`config.mk`:
```
export PLATFORM = sky130hd
export DESIGN_NAME = can_filter_irq_sleep_ctrl
export DESIGN_NICKNAME = d
export VERILOG_FILES = /design/src/logic/can_filter_pkg.sv /design/src/logic/can_filter_irq_sleep_ctrl.sv
export VERILOG_INCLUDE_DIRS = /design/src /design/src/logic
export SDC_FILE = /design/constraint.sdc
export NUM_CORES = 1
export LEC_CHECK = 0
export ABC_AREA = 1
export BUFFER_PORTS_ARGS = -buffer_cell sky130_fd_sc_hd__buf_2
export CELL_PAD_IN_SITES_DETAIL_PLACEMENT = 2
export CELL_PAD_IN_SITES_GLOBAL_PLACEMENT = 2
export CORE_ASPECT_RATIO = 0.9
export CORE_UTILIZATION = 33
export CTS_CLUSTER_DIAMETER = 40
export DETAILED_ROUTE_END_ITERATION = 10
export PLACE_DENSITY_LB_ADDON = 0.1
export SYNTH_ARGS = -nofsm -noshare
export SYNTH_HDL_FRONTEND = slang
export SYNTH_SLANG_ARGS = --single-unit
```
`constraint.sdc`:
```
create_clock -name clock -period 5.9 [get_ports clock]
set_clock_uncertainty 0.1 [all_clocks]
set_input_delay 0.59 -clock clock [delete_from_list [all_inputs] [get_ports clock]]
set_output_delay 0.59 -clock clock [all_outputs]
set_load 0.1 [all_outputs]
```
`src/logic/can_filter_consts.svh`:
```
`ifndef CAN_FILTER_CONSTS_SVH
`define CAN_FILTER_CONSTS_SVH

// acceptance filter modes
`define MODE_SINGLE 2'h0
`define MODE_DOUBLE 2'h1
`define MODE_QUAD 2'h2
`define MODE_CLOSED 2'h3

// flag register bit positions
`define FLAG_WAKEUP 0
`define FLAG_RX_WARN 1
`define FLAG_TX_WARN 2
`define FLAG_RX_PASSIVE 3
`define FLAG_TX_PASSIVE 4
`define FLAG_BUS_OFF 5
`define FLAG_OVERRUN 6
`define FLAG_RX_FULL 7

// module control one field positions
`define MCTL1_LOOPBACK 0
`define MCTL1_WAKE_FILTER 2

// error counter limits
`define WARN_LIMIT 9'h060
`define PASSIVE_LIMIT 9'h07f
`define BUS_OFF_LIMIT 9'h0ff

// reset values
`define MASK_RESET 32'hffffffff
`define ZERO8 8'h00

// wakeup low-pass filter: least dominant time on the receive line
`define CLOCK_PERIOD_NS 20
`define WAKE_FILTER_NS 2000
`define WAKE_FILTER_CYCLES ((`WAKE_FILTER_NS + `CLOCK_PERIOD_NS - 1) / `CLOCK_PERIOD_NS)

// frame payload width
`define DATA_W 64

`endif

```
`src/logic/can_filter_pkg.sv`:
```
`include "can_filter_consts.svh"

package can_filter_pkg;

  // sleep handshake states, gray coded along run -> pending -> asleep
  typedef enum logic [1:0] {
    st_run = 2'h0,
    st_pending = 2'h1,
    st_asleep = 2'h3
  } sleep_state_t;

  // whole state of the block
  typedef struct packed {
    logic [2:0] rx_sync;
    logic rx_level;
    logic [31:0] pattern;
    logic [31:0] mask;
    logic [1:0] accept_mode;
    logic [7:0] btr0;
    logic [7:0] btr1;
    logic [7:0] mctl1;
    logic [31:0] bg_id;
    logic [`DATA_W-1:0] bg_data;
    logic bg_pending;
    logic [1:0] bg_hit;
    logic [31:0] fg_id;
    logic [`DATA_W-1:0] fg_data;
    logic [1:0] hit_index;
    logic [7:0] flags;
    sleep_state_t slp_state;
    logic sleep_request;
    logic [7:0] wake_count;
    logic tx_pin;
    logic irq_wakeup;
    logic irq_error;
    logic irq_receive;
    logic irq_transmit;
    logic cpu_wake;
    logic frame_ready;
    logic clock_run;
  } state_t;

endpackage : can_filter_pkg

```
`src/logic/can_filter_irq_sleep_ctrl.sv`:
```
// What this block does
// - single mode matches 29 id bits plus flags
// - double mode: two 16-bit filters
// - quad mode: four filters on first byte
// - mask bit set excludes bit from compare
// - only a hit fills foreground, sets full
// - report lowest matching filter index
// - four vectors, eleven sources, masked, global gate
// - tx irq on empty; rx after frame end
// - bus activity during sleep sets wakeup flag
// - warning flags at counter 96
// - passive above 127, bus off above 255
// - third frame while both full: overrun, drop
// - flags clear by writing one
// - clear ignored while condition persists
// - error counters never written by software
// - configuration writes only under soft reset
// - transmit pin recessive in stop mode
// - sleep after idle, then acknowledge
// - wake on activity or request cleared
// - request clear ignored before acknowledge
// - keep running and interrupting in wait
// - optional low-pass filter on wakeup input
// - own frames stay in background buffer unless loop-back
`timescale 1ns/1ps
`include "can_filter_consts.svh"

module can_filter_irq_sleep_ctrl #(
  parameter int WAKE_CYCLES = `WAKE_FILTER_CYCLES
) (
  // clock and reset
  input wire logic clock,
  input wire logic rstn,
  // can pins
  input wire logic can_rx_pin,
  output logic can_tx_pin,
  // protocol engine side
  input wire logic core_tx,
  input wire logic core_bus_idle,
  input wire logic rx_frame_valid,
  output logic rx_frame_ready,
  input wire logic [31:0] rx_frame_id,
  input wire logic [`DATA_W-1:0] rx_frame_data,
  input wire logic rx_frame_own,
  input wire logic [8:0] rx_error_count,
  input wire logic [8:0] tx_error_count,
  input wire logic [2:0] tx_empty_flag,
  // locked configuration
  input wire logic soft_reset_lock,
  input wire logic cfg_write,
  input wire logic [31:0] id_accept_pattern_in,
  input wire logic [31:0] id_mask_pattern_in,
  input wire logic [1:0] id_accept_control_in,
  input wire logic [7:0] bit_timing_zero_in,
  input wire logic [7:0] bit_timing_one_in,
  input wire logic [7:0] module_control_one_in,
  output logic [31:0] id_accept_pattern,
  output logic [31:0] id_mask_pattern,
  output logic [1:0] id_accept_control,
  output logic [7:0] bit_timing_zero,
  output logic [7:0] bit_timing_one,
  output logic [7:0] module_control_one,
  // flags and enables
  input wire logic flag_clear_write,
  input wire logic [7:0] flag_clear_mask,
  input wire logic [7:0] flag_enable,
  input wire logic [2:0] tx_empty_enable,
  input wire logic cpu_irq_mask,
  output logic [7:0] rx_flag_register,
  output logic [1:0] filter_hit_index,
  // foreground receive buffer
  output logic [31:0] rx_foreground_id,
  output logic [`DATA_W-1:0] rx_foreground_data,
  // interrupts
  output logic irq_wakeup,
  output logic irq_error,
  output logic irq_receive,
  output logic irq_transmit,
  // power modes
  input wire logic cpu_wait,
  input wire logic cpu_stop,
  input wire logic sleep_request_in,
  output logic sleep_request,
  output logic sleep_acknowledge,
  output logic module_clock_run,
  output logic cpu_wake
);

  // all state in one packed struct
  // outputs are plain flop bits
  can_filter_pkg::state_t cur; // registered state
  can_filter_pkg::state_t nxt; // next state

  // one compare shared by all modes
  // masked compare of one byte; a mask bit of one means don't care
  function automatic logic byte_match(input logic [7:0] id, input logic [7:0] pat,
                                      input logic [7:0] msk);
    byte_match = ((id ^ pat) & ~msk) == `ZERO8;
  endfunction : byte_match

  // working values of the comb logic
  logic [3:0] filt_hit; // per filter hit
  logic any_hit; // at least one filter hit
  logic [1:0] low_hit; // lowest hit index
  logic deliver; // frame goes toward the foreground
  logic fg_full; // foreground holds an unread frame
  logic rx_clear; // software releases the foreground
  logic [7:0] set_cond; // conditions that set flags
  logic [7:0] persist; // conditions that block a clear
  logic dominant; // filtered receive line is dominant
  logic wake_event; // accepted bus activity in sleep
  logic [7:0] fl; // working copy of flags

  // single: whole 32-bit word
  // double: two 16-bit filters
  // quad: four 8-bit filters
  // closed: nothing passes
  // id word as offered at frame end
  // unused hit bits stay zero
  // filter evaluation on the offered frame
  always_comb begin
    filt_hit = 4'h0;
    unique case (cur.accept_mode)
      `MODE_SINGLE: begin
        // whole 32-bit word: id bits plus rtr, ide and srr
        filt_hit[0] = byte_match(rx_frame_id[31:24], cur.pattern[31:24], cur.mask[31:24])
          && byte_match(rx_frame_id[23:16], cur.pattern[23:16], cur.mask[23:16])
          && byte_match(rx_frame_id[15:8], cur.pattern[15:8], cur.mask[15:8])
          && byte_match(rx_frame_id[7:0], cur.pattern[7:0], cur.mask[7:0]);
      end
      `MODE_DOUBLE: begin
        // first two id bytes against each half of the pattern
        filt_hit[0] = byte_match(rx_frame_id[31:24], cur.pattern[31:24], cur.mask[31:24])
          && byte_match(rx_frame_id[23:16], cur.pattern[23:16], cur.mask[23:16]);
        filt_hit[1] = byte_match(rx_frame_id[31:24], cur.pattern[15:8], cur.mask[15:8])
          && byte_match(rx_frame_id[23:16], cur.pattern[7:0], cur.mask[7:0]);
      end
      `MODE_QUAD: begin
        // first id byte against each pattern byte
        for (int k = 0; k < 4; k++) begin
          filt_hit[k] = byte_match(rx_frame_id[31:24], cur.pattern[31-8*k -: 8],
                                   cur.mask[31-8*k -: 8]);
        end
      end
      default: begin
        // closed: nothing is accepted
        filt_hit = 4'h0;
      end
    endcase
  end

  // fixed chain, cheaper than a tree
  // priority: lowest numbered filter wins
  always_comb begin
    any_hit = |filt_hit;
    low_hit = 2'h0;
    // first hit wins
    if (filt_hit[0]) begin
      low_hit = 2'h0;
    end else if (filt_hit[1]) begin
      low_hit = 2'h1;
    end else if (filt_hit[2]) begin
      low_hit = 2'h2;
    end else if (filt_hit[3]) begin
      low_hit = 2'h3;
    end
  end

  // the only builder of the next copy
  // next state
  always_comb begin
    nxt = cur;
    fl = cur.flags;
    fg_full = cur.flags[`FLAG_RX_FULL];

    // pin is asynchronous to clock
    // last two stages must agree
    // receive line: three stages, a change counts when the last two agree
    nxt.rx_sync = {cur.rx_sync[1:0], can_rx_pin};
    if (cur.rx_sync[1] == cur.rx_sync[2]) begin
      nxt.rx_level = cur.rx_sync[2];
    end
    dominant = !cur.rx_level;

    // on line writes drop silently
    // set soft reset to reprogram
    // locked configuration, only taken while soft reset is set
    if (cfg_write && soft_reset_lock) begin
      nxt.pattern = id_accept_pattern_in;
      nxt.mask = id_mask_pattern_in;
      nxt.accept_mode = id_accept_control_in;
      nxt.btr0 = bit_timing_zero_in;
      nxt.btr1 = bit_timing_one_in;
      nxt.mctl1 = module_control_one_in;
    end

    // error counters are only read here, there is no write path
    set_cond = 8'h00;
    set_cond[`FLAG_RX_WARN] = rx_error_count >= `WARN_LIMIT;
    set_cond[`FLAG_TX_WARN] = tx_error_count >= `WARN_LIMIT;
    set_cond[`FLAG_RX_PASSIVE] = rx_error_count > `PASSIVE_LIMIT;
    set_cond[`FLAG_TX_PASSIVE] = tx_error_count > `PASSIVE_LIMIT;
    set_cond[`FLAG_BUS_OFF] = tx_error_count > `BUS_OFF_LIMIT;
    persist = set_cond;

    // counter flags hold over limit
    // rx full clear always frees
    // zero mask bits leave flags
    // software clear: write one clears, zero leaves alone
    rx_clear = flag_clear_write && flag_clear_mask[`FLAG_RX_FULL] && fg_full;
    if (flag_clear_write) begin
      fl = fl & ~(flag_clear_mask & ~persist);
    end

    // rx full stays high across move up
    // a queued background frame moves up as soon as the foreground frees
    if (rx_clear && cur.bg_pending) begin
      nxt.fg_id = cur.bg_id;
      nxt.fg_data = cur.bg_data;
      nxt.hit_index = cur.bg_hit;
      nxt.bg_pending = 1'b0;
      fl[`FLAG_RX_FULL] = 1'b1;
    end

    // foreground if free, else background
    // both full: ready low, overrun
    // frame arrival at end of frame; own frames stay in the background unless loop-back is set
    deliver = any_hit && (!rx_frame_own || cur.mctl1[`MCTL1_LOOPBACK]);
    if (rx_frame_valid && cur.frame_ready) begin
      if (deliver && (!fg_full || rx_clear) && !cur.bg_pending) begin
        nxt.fg_id = rx_frame_id;
        nxt.fg_data = rx_frame_data;
        nxt.hit_index = low_hit;
        fl[`FLAG_RX_FULL] = 1'b1;
      end else if (deliver) begin
        nxt.bg_id = rx_frame_id; // wait behind the unread foreground
        nxt.bg_data = rx_frame_data;
        nxt.bg_hit = low_hit;
        nxt.bg_pending = 1'b1;
      end else if (!cur.bg_pending) begin
        nxt.bg_id = rx_frame_id;
        nxt.bg_data = rx_frame_data;
      end
    end else if (rx_frame_valid) begin
      // both buffers hold valid frames: drop the newcomer
      set_cond[`FLAG_OVERRUN] = 1'b1;
    end

    // run, then pending on request
    // asleep once the bus is idle
    // pending flags no wakeup
    // dropped request kept to ack
    // sleep handshake; a clear of the request before acknowledge is ignored
    wake_event = 1'b0;
    if (sleep_request_in) begin
      nxt.sleep_request = 1'b1;
    end else if (cur.slp_state == can_filter_pkg::st_asleep) begin
      nxt.sleep_request = 1'b0;
    end
    // saturates, cannot wrap
    // wakeup filter counts the line dominant for a least time
    if (cur.slp_state == can_filter_pkg::st_asleep && dominant) begin
      if (cur.wake_count != 8'(WAKE_CYCLES)) begin
        nxt.wake_count = cur.wake_count + 8'h01;
      end
    end else begin
      nxt.wake_count = `ZERO8;
    end
    if (cur.mctl1[`MCTL1_WAKE_FILTER]) begin
      wake_event = dominant && (cur.wake_count >= 8'(WAKE_CYCLES - 1));
    end else begin
      wake_event = dominant;
    end
    // sleep state step
    unique case (cur.slp_state)
      can_filter_pkg::st_run: begin
        if (cur.sleep_request) begin
          nxt.slp_state = can_filter_pkg::st_pending;
        end
      end
      can_filter_pkg::st_pending: begin
        // no wakeup can be flagged here, acknowledge is still low
        if (!cur.sleep_request) begin
          nxt.slp_state = can_filter_pkg::st_run;
        end else if (core_bus_idle) begin
          nxt.slp_state = can_filter_pkg::st_asleep;
        end
      end
      can_filter_pkg::st_asleep: begin
        if (wake_event) begin
          set_cond[`FLAG_WAKEUP] = 1'b1;
          nxt.slp_state = can_filter_pkg::st_run;
          nxt.sleep_request = 1'b0;
        end else if (!sleep_request_in) begin
          nxt.slp_state = can_filter_pkg::st_run;
        end
      end
      default: begin
        nxt.slp_state = can_filter_pkg::st_run;
      end
    endcase
    // clock stops only while asleep
    nxt.clock_run = nxt.slp_state != can_filter_pkg::st_asleep;

    // ready from next copy
    // set wins over a clear in the same cycle
    nxt.flags = fl | set_cond;
    nxt.frame_ready = !(nxt.flags[`FLAG_RX_FULL] && nxt.bg_pending);

    // stop and sleep silence tx
    // transmit pin recessive in stop and in sleep
    nxt.tx_pin = (cpu_stop || nxt.slp_state == can_filter_pkg::st_asleep) ? 1'b1
      : core_tx;

    // irqs follow next flags
    // so they fall with a clear
    // interrupts: local enables then global mask; wait mode does not gate them
    nxt.irq_wakeup = !cpu_irq_mask && nxt.flags[`FLAG_WAKEUP]
      && flag_enable[`FLAG_WAKEUP];
    nxt.irq_error = !cpu_irq_mask && |(nxt.flags[`FLAG_OVERRUN:`FLAG_RX_WARN]
      & flag_enable[`FLAG_OVERRUN:`FLAG_RX_WARN]);
    nxt.irq_receive = !cpu_irq_mask && nxt.flags[`FLAG_RX_FULL]
      && flag_enable[`FLAG_RX_FULL];
    nxt.irq_transmit = !cpu_irq_mask && |(tx_empty_flag & tx_empty_enable);
    nxt.cpu_wake = cpu_wait && (nxt.irq_error || nxt.irq_receive
      || nxt.irq_transmit);
  end

  // line and pin reset to recessive
  // so no false edge after release
  // single register for the whole state
  always_ff @(posedge clock or negedge rstn) begin
    // async reset, constants only
    if (!rstn) begin
      cur <= '0;
      cur.rx_sync <= 3'h7;
      cur.rx_level <= 1'b1;
      // mask resets to all don't care
      cur.mask <= `MASK_RESET;
      cur.slp_state <= can_filter_pkg::st_run;
      cur.tx_pin <= 1'b1;
      cur.frame_ready <= 1'b1;
      cur.clock_run <= 1'b1;
    end else begin
      cur <= nxt;
    end
  end

  // outputs straight from the state register
  assign can_tx_pin = cur.tx_pin;
  assign rx_frame_ready = cur.frame_ready;
  assign id_accept_pattern = cur.pattern;
  assign id_mask_pattern = cur.mask;
  assign id_accept_control = cur.accept_mode;
  assign bit_timing_zero = cur.btr0;
  assign bit_timing_one = cur.btr1;
  assign module_control_one = cur.mctl1;
  assign rx_flag_register = cur.flags;
  assign filter_hit_index = cur.hit_index;
  assign rx_foreground_id = cur.fg_id;
  assign rx_foreground_data = cur.fg_data;
  assign irq_wakeup = cur.irq_wakeup;
  assign irq_error = cur.irq_error;
  assign irq_receive = cur.irq_receive;
  assign irq_transmit = cur.irq_transmit;
  assign sleep_request = cur.sleep_request;
  // ack is the upper state bit, set only asleep
  assign sleep_acknowledge = cur.slp_state[1];
  assign module_clock_run = cur.clock_run;
  assign cpu_wake = cur.cpu_wake;

endmodule : can_filter_irq_sleep_ctrl

```
==> flow_summary.toml, run 1 <==
[placement]
portBuffers = 435
placed_cell_area_um2 = 16900
place_hpwl_mm = 38.33
routabilityCongestion = 0.7929
pre_cts_slack_ns = 2.268
dp_cells = 2625

[global_routing]
overflow = 0
first_global_vias = 14973
grt_pass1_wl_mm = 86.71
antenna_found_initial = 13
grt_use_total_pct = 23.29
grt_max_degree = 184

[clock_tree]
clkLatencyLatePin_ns = 0.59
clk_pin_slew_ns = 0.06
cts.sink_count = 318
clockBufferDepth = 3
post-cts-setup-buffer-count = 0
cts-htree-levels = 3
cts_tree = "built"
cts.repair.resized = 0
clockRootBuffer = "clkbuf_16"
cts_buffers = 66

[synth]
yosys_warnings = 0
synth.cell_area_um2 = 15680
synth_cell_types = 35
synthFlopType = "dfrtp_1"
ys_seq_area_share_pct = 51.08
synth_most_common_cell = "nand2_1"
synth_cells = 1847
synth.avg_cell_area_um2 = 8.487
yosys-top-cells-count = "472 x nand2_1, 279 x dfrtp_1, 200 x buf_4"
ys_async_sr_fraction_pct = 100.0
synth_edf_count = 0
ys_ff_latch = 318
synth_top_area_cell = "dfrtp_1"
synth_area_leaders = "dfrtp_1 45%, nand2_1 11%, buf_4 9.6%"
synth_nets = 2093
yosys.area.top_type_share_pct = 44.54

[timing]
final_hold_viol_count = 0
final_max_slew_viol_count = 0
rsz0062_at_grt = "no"
setup_viol = 0
hold_slack_ns = 0.1155
relSlewSlack_pct = 29.85
post-route-period-util_pct = 58.12
clock.fmax_mhz = 291.6
fin_setup_tns_ns = 0
setup_slack_ns = 2.471
period_minus_slack_ns = 3.429
tightest_slew_ns = 1.052

[worst_setup_path]
worstPathCellList = "a21oi_1 -> nand2_1 -> nand2_1 -> nor2_1 -> nand2_1 -> nor2_1 -> nand4_1 -> nand2_1 -> nand2_1 -> nand3_2 -> nand4_4 -> buf_12 -> nand2_1 -> nand2_1 -> a21oi_1"
cp.required_ns = 6.31
start_kind = "flop"
path_delay_family = "simple AND/OR/NAND/NOR gates"
crit_top_cell = "nand2_1"
cp_num_buf_inv = 1
path_class = "reg2reg"
crit_arrival_ns = 3.84
endpoint_kind = "flop"
path_max_fanout = 183
cp_slowest_cell = "dfstp_2"
max_stage_delay_ns = 0.64

[final_layout]
instances_no_fill = 2746
fin_util_pct = 40.88
design_area_um2 = 19110
nets = 2325
nFillCells = 5270
area_delta_synth_final_pct = 21.89
drive_above_1_share_pct = 29.87

[floorplan]
die_w_um = 231.7
die_h_um = 208.8
rows = 75
ios = 446
die_area_um2 = 48380
initial_utilization_pct = 33.54
core_um2 = 46730

[detailed_routing]
remaining_drc_errors = 0
drtIter0Drc = 574
via_count = 13537
finalWirelength_mm = 56.42
drtAntennaViolNets = 0
via_per_inst = 4.930
routedWlPerCell_um = 20.55
first_pass_iters = 5

[worst_hold_path]
hold_path.class = "in2reg"

[power_and_ir_drop]
ir_worst_vdd_uv = 268.9
finalPower_mw = 12.66
p_per_area_nw_per_um2 = 662.8
p_leak_nw = 9.726

[status]
status = "finished clean"

[job]
maxCapViolations = 0
[cells in the final DEF (no fill, tap or decap), types with 4 or more instances in the layout]
cell | Yosys | routed
buf_2 | 29 | 434
o21ai_1 | 12 | 12
clkinvlp_4 | 0 | 5
o211ai_1 | 33 | 33
nand3b_1 | 6 | 6
clkbuf_1 | 41 | 15
clkbuf_16 | 0 | 67
nor2_1 | 155 | 155
inv_6 | 0 | 4
a31oi_1 | 67 | 67
clkbuf_8 | 0 | 11
nand4_1 | 8 | 8
ha_1 | 6 | 6
buf_4 | 200 | 6
bufinv_16 | 0 | 6
mux2_2 | 33 | 33
inv_1 | 139 | 138
nor3_1 | 7 | 7
inv_2 | 8 | 8
nand2_1 | 472 | 470
o21ai_0 | 89 | 89
buf_12 | 0 | 4
dfstp_2 | 39 | 39
diode_2 | 0 | 4
clkinv_2 | 0 | 5
a21oi_1 | 95 | 95
dfrtp_1 | 279 | 279
nand3_1 | 99 | 99
[registers in the layout, indices dropped and copies added, names as in the netlist]
| register | count |
|---|---|
| id_accept_pattern | 32 |
| id_mask_pattern | 32 |
| module_control_one | 8 |
| irq_transmit | 1 |
| sleep_acknowledge | 1 |
| filter_hit_index | 2 |
| irq_receive | 1 |
| rx_flag_register | 8 |
| sleep_request | 1 |
| irq_wakeup | 1 |
| cpu_wake | 1 |
| irq_error | 1 |
| rx_frame_ready | 1 |
| cur | 112 |
| bit_timing_zero | 8 |
| id_accept_control | 2 |
| bit_timing_one | 8 |
| rx_foreground_id | 32 |
| rx_foreground_data | 64 |
| module_clock_run | 1 |
| can_tx_pin | 1 |
[cell type report]
type	instances	area, um2	share of cell area [%]
flip-flops and latches	318	8006	41.91
multi-input cells	1099	5253	27.49
repair buffers	447	2332	12.21
clock buffers	93	1884	9.863
well taps	616	770.7	4.034
inverters	147	554.3	2.901
clock inverters	22	295.3	1.546
diodes	4	10.01	0.05239
[cell families after synthesis]
logic type	Yosys count	synth area share, %
compound gates	303	10.87
flops	318	51.08
mux	33	2.371
fa+ha+maj	7	0.5428
simple gates	755	19.57
xor+xnor	1	0.05589
buf+inv	430	15.51
[metal layers]
metal / share of wire, % / GRT usage [%] / wire length, um / vias to the layer above
met2: 49 / 39.11 / 27500 / 338
li1: - / - / - / 6266
met3: 5.6 / 6.537 / 3164 / 99
met5: 0.21 / 0 / 119 / -
met1: 43 / 28.89 / 24350 / 6818
met4: 2.3 / 7.010 / 1282 / 16
[timing repair]
item | in CTS | in global routing
hold endpoints to repair | 20 | 0
hold buffers | 2 | 0
setup endpoints to repair | 0 | 0
[worst paths after layout]
path                                     start                 to  slack, ns  cells after the start
setup / recovery           id_mask_pattern[31]           cpu_wake       2.47                     15
hold / removal                    cpu_irq_mask          irq_error       0.12                      2
setup reg to reg           id_mask_pattern[31]           cpu_wake       2.47                     15
hold reg to reg                       cur[315]           cur[316]       0.26                      0
max in group asynchronous                 rstn            cur[15]       3.71                      3
min in group asynchronous                 rstn  bit_timing_one[1]       0.49                      2
[power breakdown]
group	internal [mW]	total (mW)	switching, mW	leakage [nW]
clock	2.47	3.69	1.22	1.05
sequential	2.99	3.43	0.436	3.77
combinational	0.935	5.55	4.61	4.90
Note: power is estimated with default switching activity, not from simulation.
==> run 2: changes to the inputs <==
--- a/config.mk
+++ b/config.mk
@@ -6,12 +6,12 @@
 export SDC_FILE = /design/constraint.sdc
 export NUM_CORES = 1
 export LEC_CHECK = 0
-export ABC_AREA = 1
+export ABC_AREA = 0
 export BUFFER_PORTS_ARGS = -buffer_cell sky130_fd_sc_hd__buf_2
 export CELL_PAD_IN_SITES_DETAIL_PLACEMENT = 2
 export CELL_PAD_IN_SITES_GLOBAL_PLACEMENT = 2
 export CORE_ASPECT_RATIO = 0.9
-export CORE_UTILIZATION = 33
+export CORE_UTILIZATION = 30
 export CTS_CLUSTER_DIAMETER = 40
 export DETAILED_ROUTE_END_ITERATION = 10
 export PLACE_DENSITY_LB_ADDON = 0.1
==> constraint.sdc (replaced) <==
create_clock -name clock -period 2.8 [get_ports clock]
set_clock_uncertainty 0.1 [all_clocks]
set_input_delay 0.28 -clock clock [delete_from_list [all_inputs] [get_ports clock]]
set_output_delay 0.28 -clock clock [all_outputs]
set_load 0.1 [all_outputs]
==> run 2 against run 1 <==
The flow now finishes with violations (negative setup slack). First-iteration DRC count is 37% lower. Worst hold slack worse by 0.083 ns. Flip-flop and latch count did not move. Clock power is 110% higher. Critical path depth is 2 lower.
==> flow_summary.toml, run 2 <==
[clock_tree]
cts-htree-levels = 3
clk_pin_slew_ns = 0.05
cts_tree = "built"
cts.sink_count = 318
clkLatencyLatePin_ns = 0.59
clockRootBuffer = "clkbuf_16"
clockBufferDepth = 3
cts_buffers = 66

[synth]
synth_nets = 1536
synth_cell_types = 53
synthFlopType = "dfrtp_1"
synth-simple-area-share_pct = 5.094
ys_seq_area_share_pct = 51.58
yosys-top-cells-count = "279 x dfrtp_1, 203 x buf_4, 147 x mux2_2"
ys_ff_latch = 318
yosys.area.top_type_share_pct = 44.97
synth_compound_area_share_pct = 6.174
synth.area.mux_share_pct = 20.92
synth.cell_area_um2 = 15520
synth_cells = 1290
yosys_warnings = 0
synth_area_leaders = "dfrtp_1 45%, mux2_2 11%, buf_4 9.8%"
synth_xor_area_share_pct = 3.780
synth_top_family_by_area = "multiplexers"
synth_top_area_cell = "dfrtp_1"
synth_edf_count = 0
ys_async_sr_fraction_pct = 100.0
synth_fa_ha_area_share_pct = 0.5481
synth_most_common_cell = "dfrtp_1"
synth.avg_cell_area_um2 = 12.03

[worst_setup_path]
crit_arrival_ns = 3.34
endpoint_kind = "flop"
start_kind = "flop"
path_max_fanout = 6
reg2reg_depth = 13
cp.required_ns = 3.16
path_class = "reg2reg"

[timing]
post-route-period-util_pct = 106.5
final_hold_viol_count = 0
relSlewSlack_pct = 52.25
clock.fmax_mhz = 335.4
rsz0062_at_grt = "yes"
setup_slack_ns = -0.1812
period_minus_slack_ns = 2.981
hold_slack_ns = 0.03301
setup_viol = 180
fin_setup_tns_ns = -16.35
tightest_slew_ns = 0.7107
final_max_slew_viol_count = 0

[detailed_routing]
routedWlPerCell_um = 22.46
remaining_drc_errors = 0
drtIter0Drc = 364
via_count = 11879
finalWirelength_mm = 58.28
via_per_inst = 4.578
first_pass_iters = 4
drtAntennaViolNets = 0

[job]
maxCapViolations = 0

[floorplan]
die_w_um = 241.8
die_area_um2 = 52660
core_um2 = 50750
ios = 446
initial_utilization_pct = 30.59
rows = 78
die_h_um = 217.8

[final_layout]
final_common_cell = "buf_2"
final_cell_mix = "434 x buf_2, 272 x dfrtp_1, 204 x dlygate4sd3_1, 101 x mux2_2, 99 x mux2i_1"
nets = 2112
area_delta_synth_final_pct = 50.46
drive_above_1_share_pct = 53.47
antenna-diode-count = 0
largest_register_ffs = 112
nFillCells = 5111
regMostFlops = "cur"

[global_routing]
first_global_vias = 13683
grt_max_degree = 92
grt_pass1_wl_mm = 85.72
antenna_found_initial = 3
overflow = 0
grt_use_total_pct = 21.34

[power_and_ir_drop]
p_per_area_nw_per_um2 = 815.0
ir_worst_vdd_uv = 503.5
p_leak_nw = 11.91

[worst_hold_path]
hold_depth = 2
hold_path.class = "in2reg"

[placement]
place_hpwl_mm = 36.42
portBuffers = 435
routabilityCongestion = 0.8208

[status]
violations = "negative setup slack"
status = "complete, but fails checks"
## run 2: power by group
group | switching (mW) | internal, mW | total (mW)
sequential | 0.670 | 5.61 | 6.28
combinational | 2.83 | 2.02 | 4.85
clock | 2.73 | 5.17 | 7.90
total | 6.22 | 12.8 | 19.0
## run 2: final cells by class
type	count	area, um2	area share (%)
multi-input combinational	709	6440	27.57
timing repair buffer	764	5813	24.89
inverter	7	26.28	0.1125
tap	680	850.8	3.643
clock buffer	81	1769	7.574
sequential	318	8015	34.32
clock inverter	36	442.9	1.896
## run 2: cells by family after synthesis
logic type / after synthesis
fa+ha+maj: 7
compound gates: 165
buf+inv: 264
xor+xnor: 67
mux: 286
simple gates: 183
flops: 318
## run 2: path summary, 6_finish.rpt
path,from,endpoint,slack (ns)
min in group asynchronous,rstn,bit_timing_one[3],0.08
max in group asynchronous,rstn,cur[214],1.62
hold reg to reg,cur[315],cur[316],0.27
setup reg to reg,id_accept_pattern[23],cur[162],-0.18
hold / removal,rx_frame_id[24],cur[216],0.03
setup / recovery,id_accept_pattern[23],cur[162],-0.18
## run 2: per-layer routing
metal | global-route usage [%] | vias up | wire length, um
li1 | - | 5428 | -
met1 | 26.23 | 6029 | 24650
met2 | 36.25 | 316 | 29080
met3 | 5.685 | 100 | 2903
met4 | 7.068 | 6 | 1614
met5 | 0 | - | 32
## run 2: worst max-delay path, stage by stage (launching register included)
cell and delay, ns:
dfrtp_2 0.44, xnor2_1 0.15, o22ai_1 0.10, nor4_2 0.31, buf_4 0.17, nand4_1 0.25
a21oi_4 0.26, buf_4 0.15, nor2_4 0.04, a2bb2oi_4 0.18, buf_12 0.15, buf_16 0.14
buf_4 0.14, mux2_2 0.27
## run 2: repair_timing
action,in CTS,in global routing
resized for setup,68,150
hold buffers,204,0
buffers inserted,20,11
endpoints found under the setup margin,186,191
hold endpoints to repair,547,0
cloned,9,10
pin swaps,11,15
## run 2: through the flow
step	worst slack [ns]	utilization (%)	total power, mW	cells	area [um2]
3_5_place_dp	-0.2655	34.60	10.51	2225	17560
6_report	-0.1812	46.03	19.04	2595	23360
5_1_grt	-0.2939	46.03	19.80	2595	23360
4_1_cts	-0.1893	44.30	19.09	2574	22480
2_1_floorplan	0.2737	-	9.621	1290	15520
3_3_place_gp	-0.2588	34.60	10.39	2225	17560
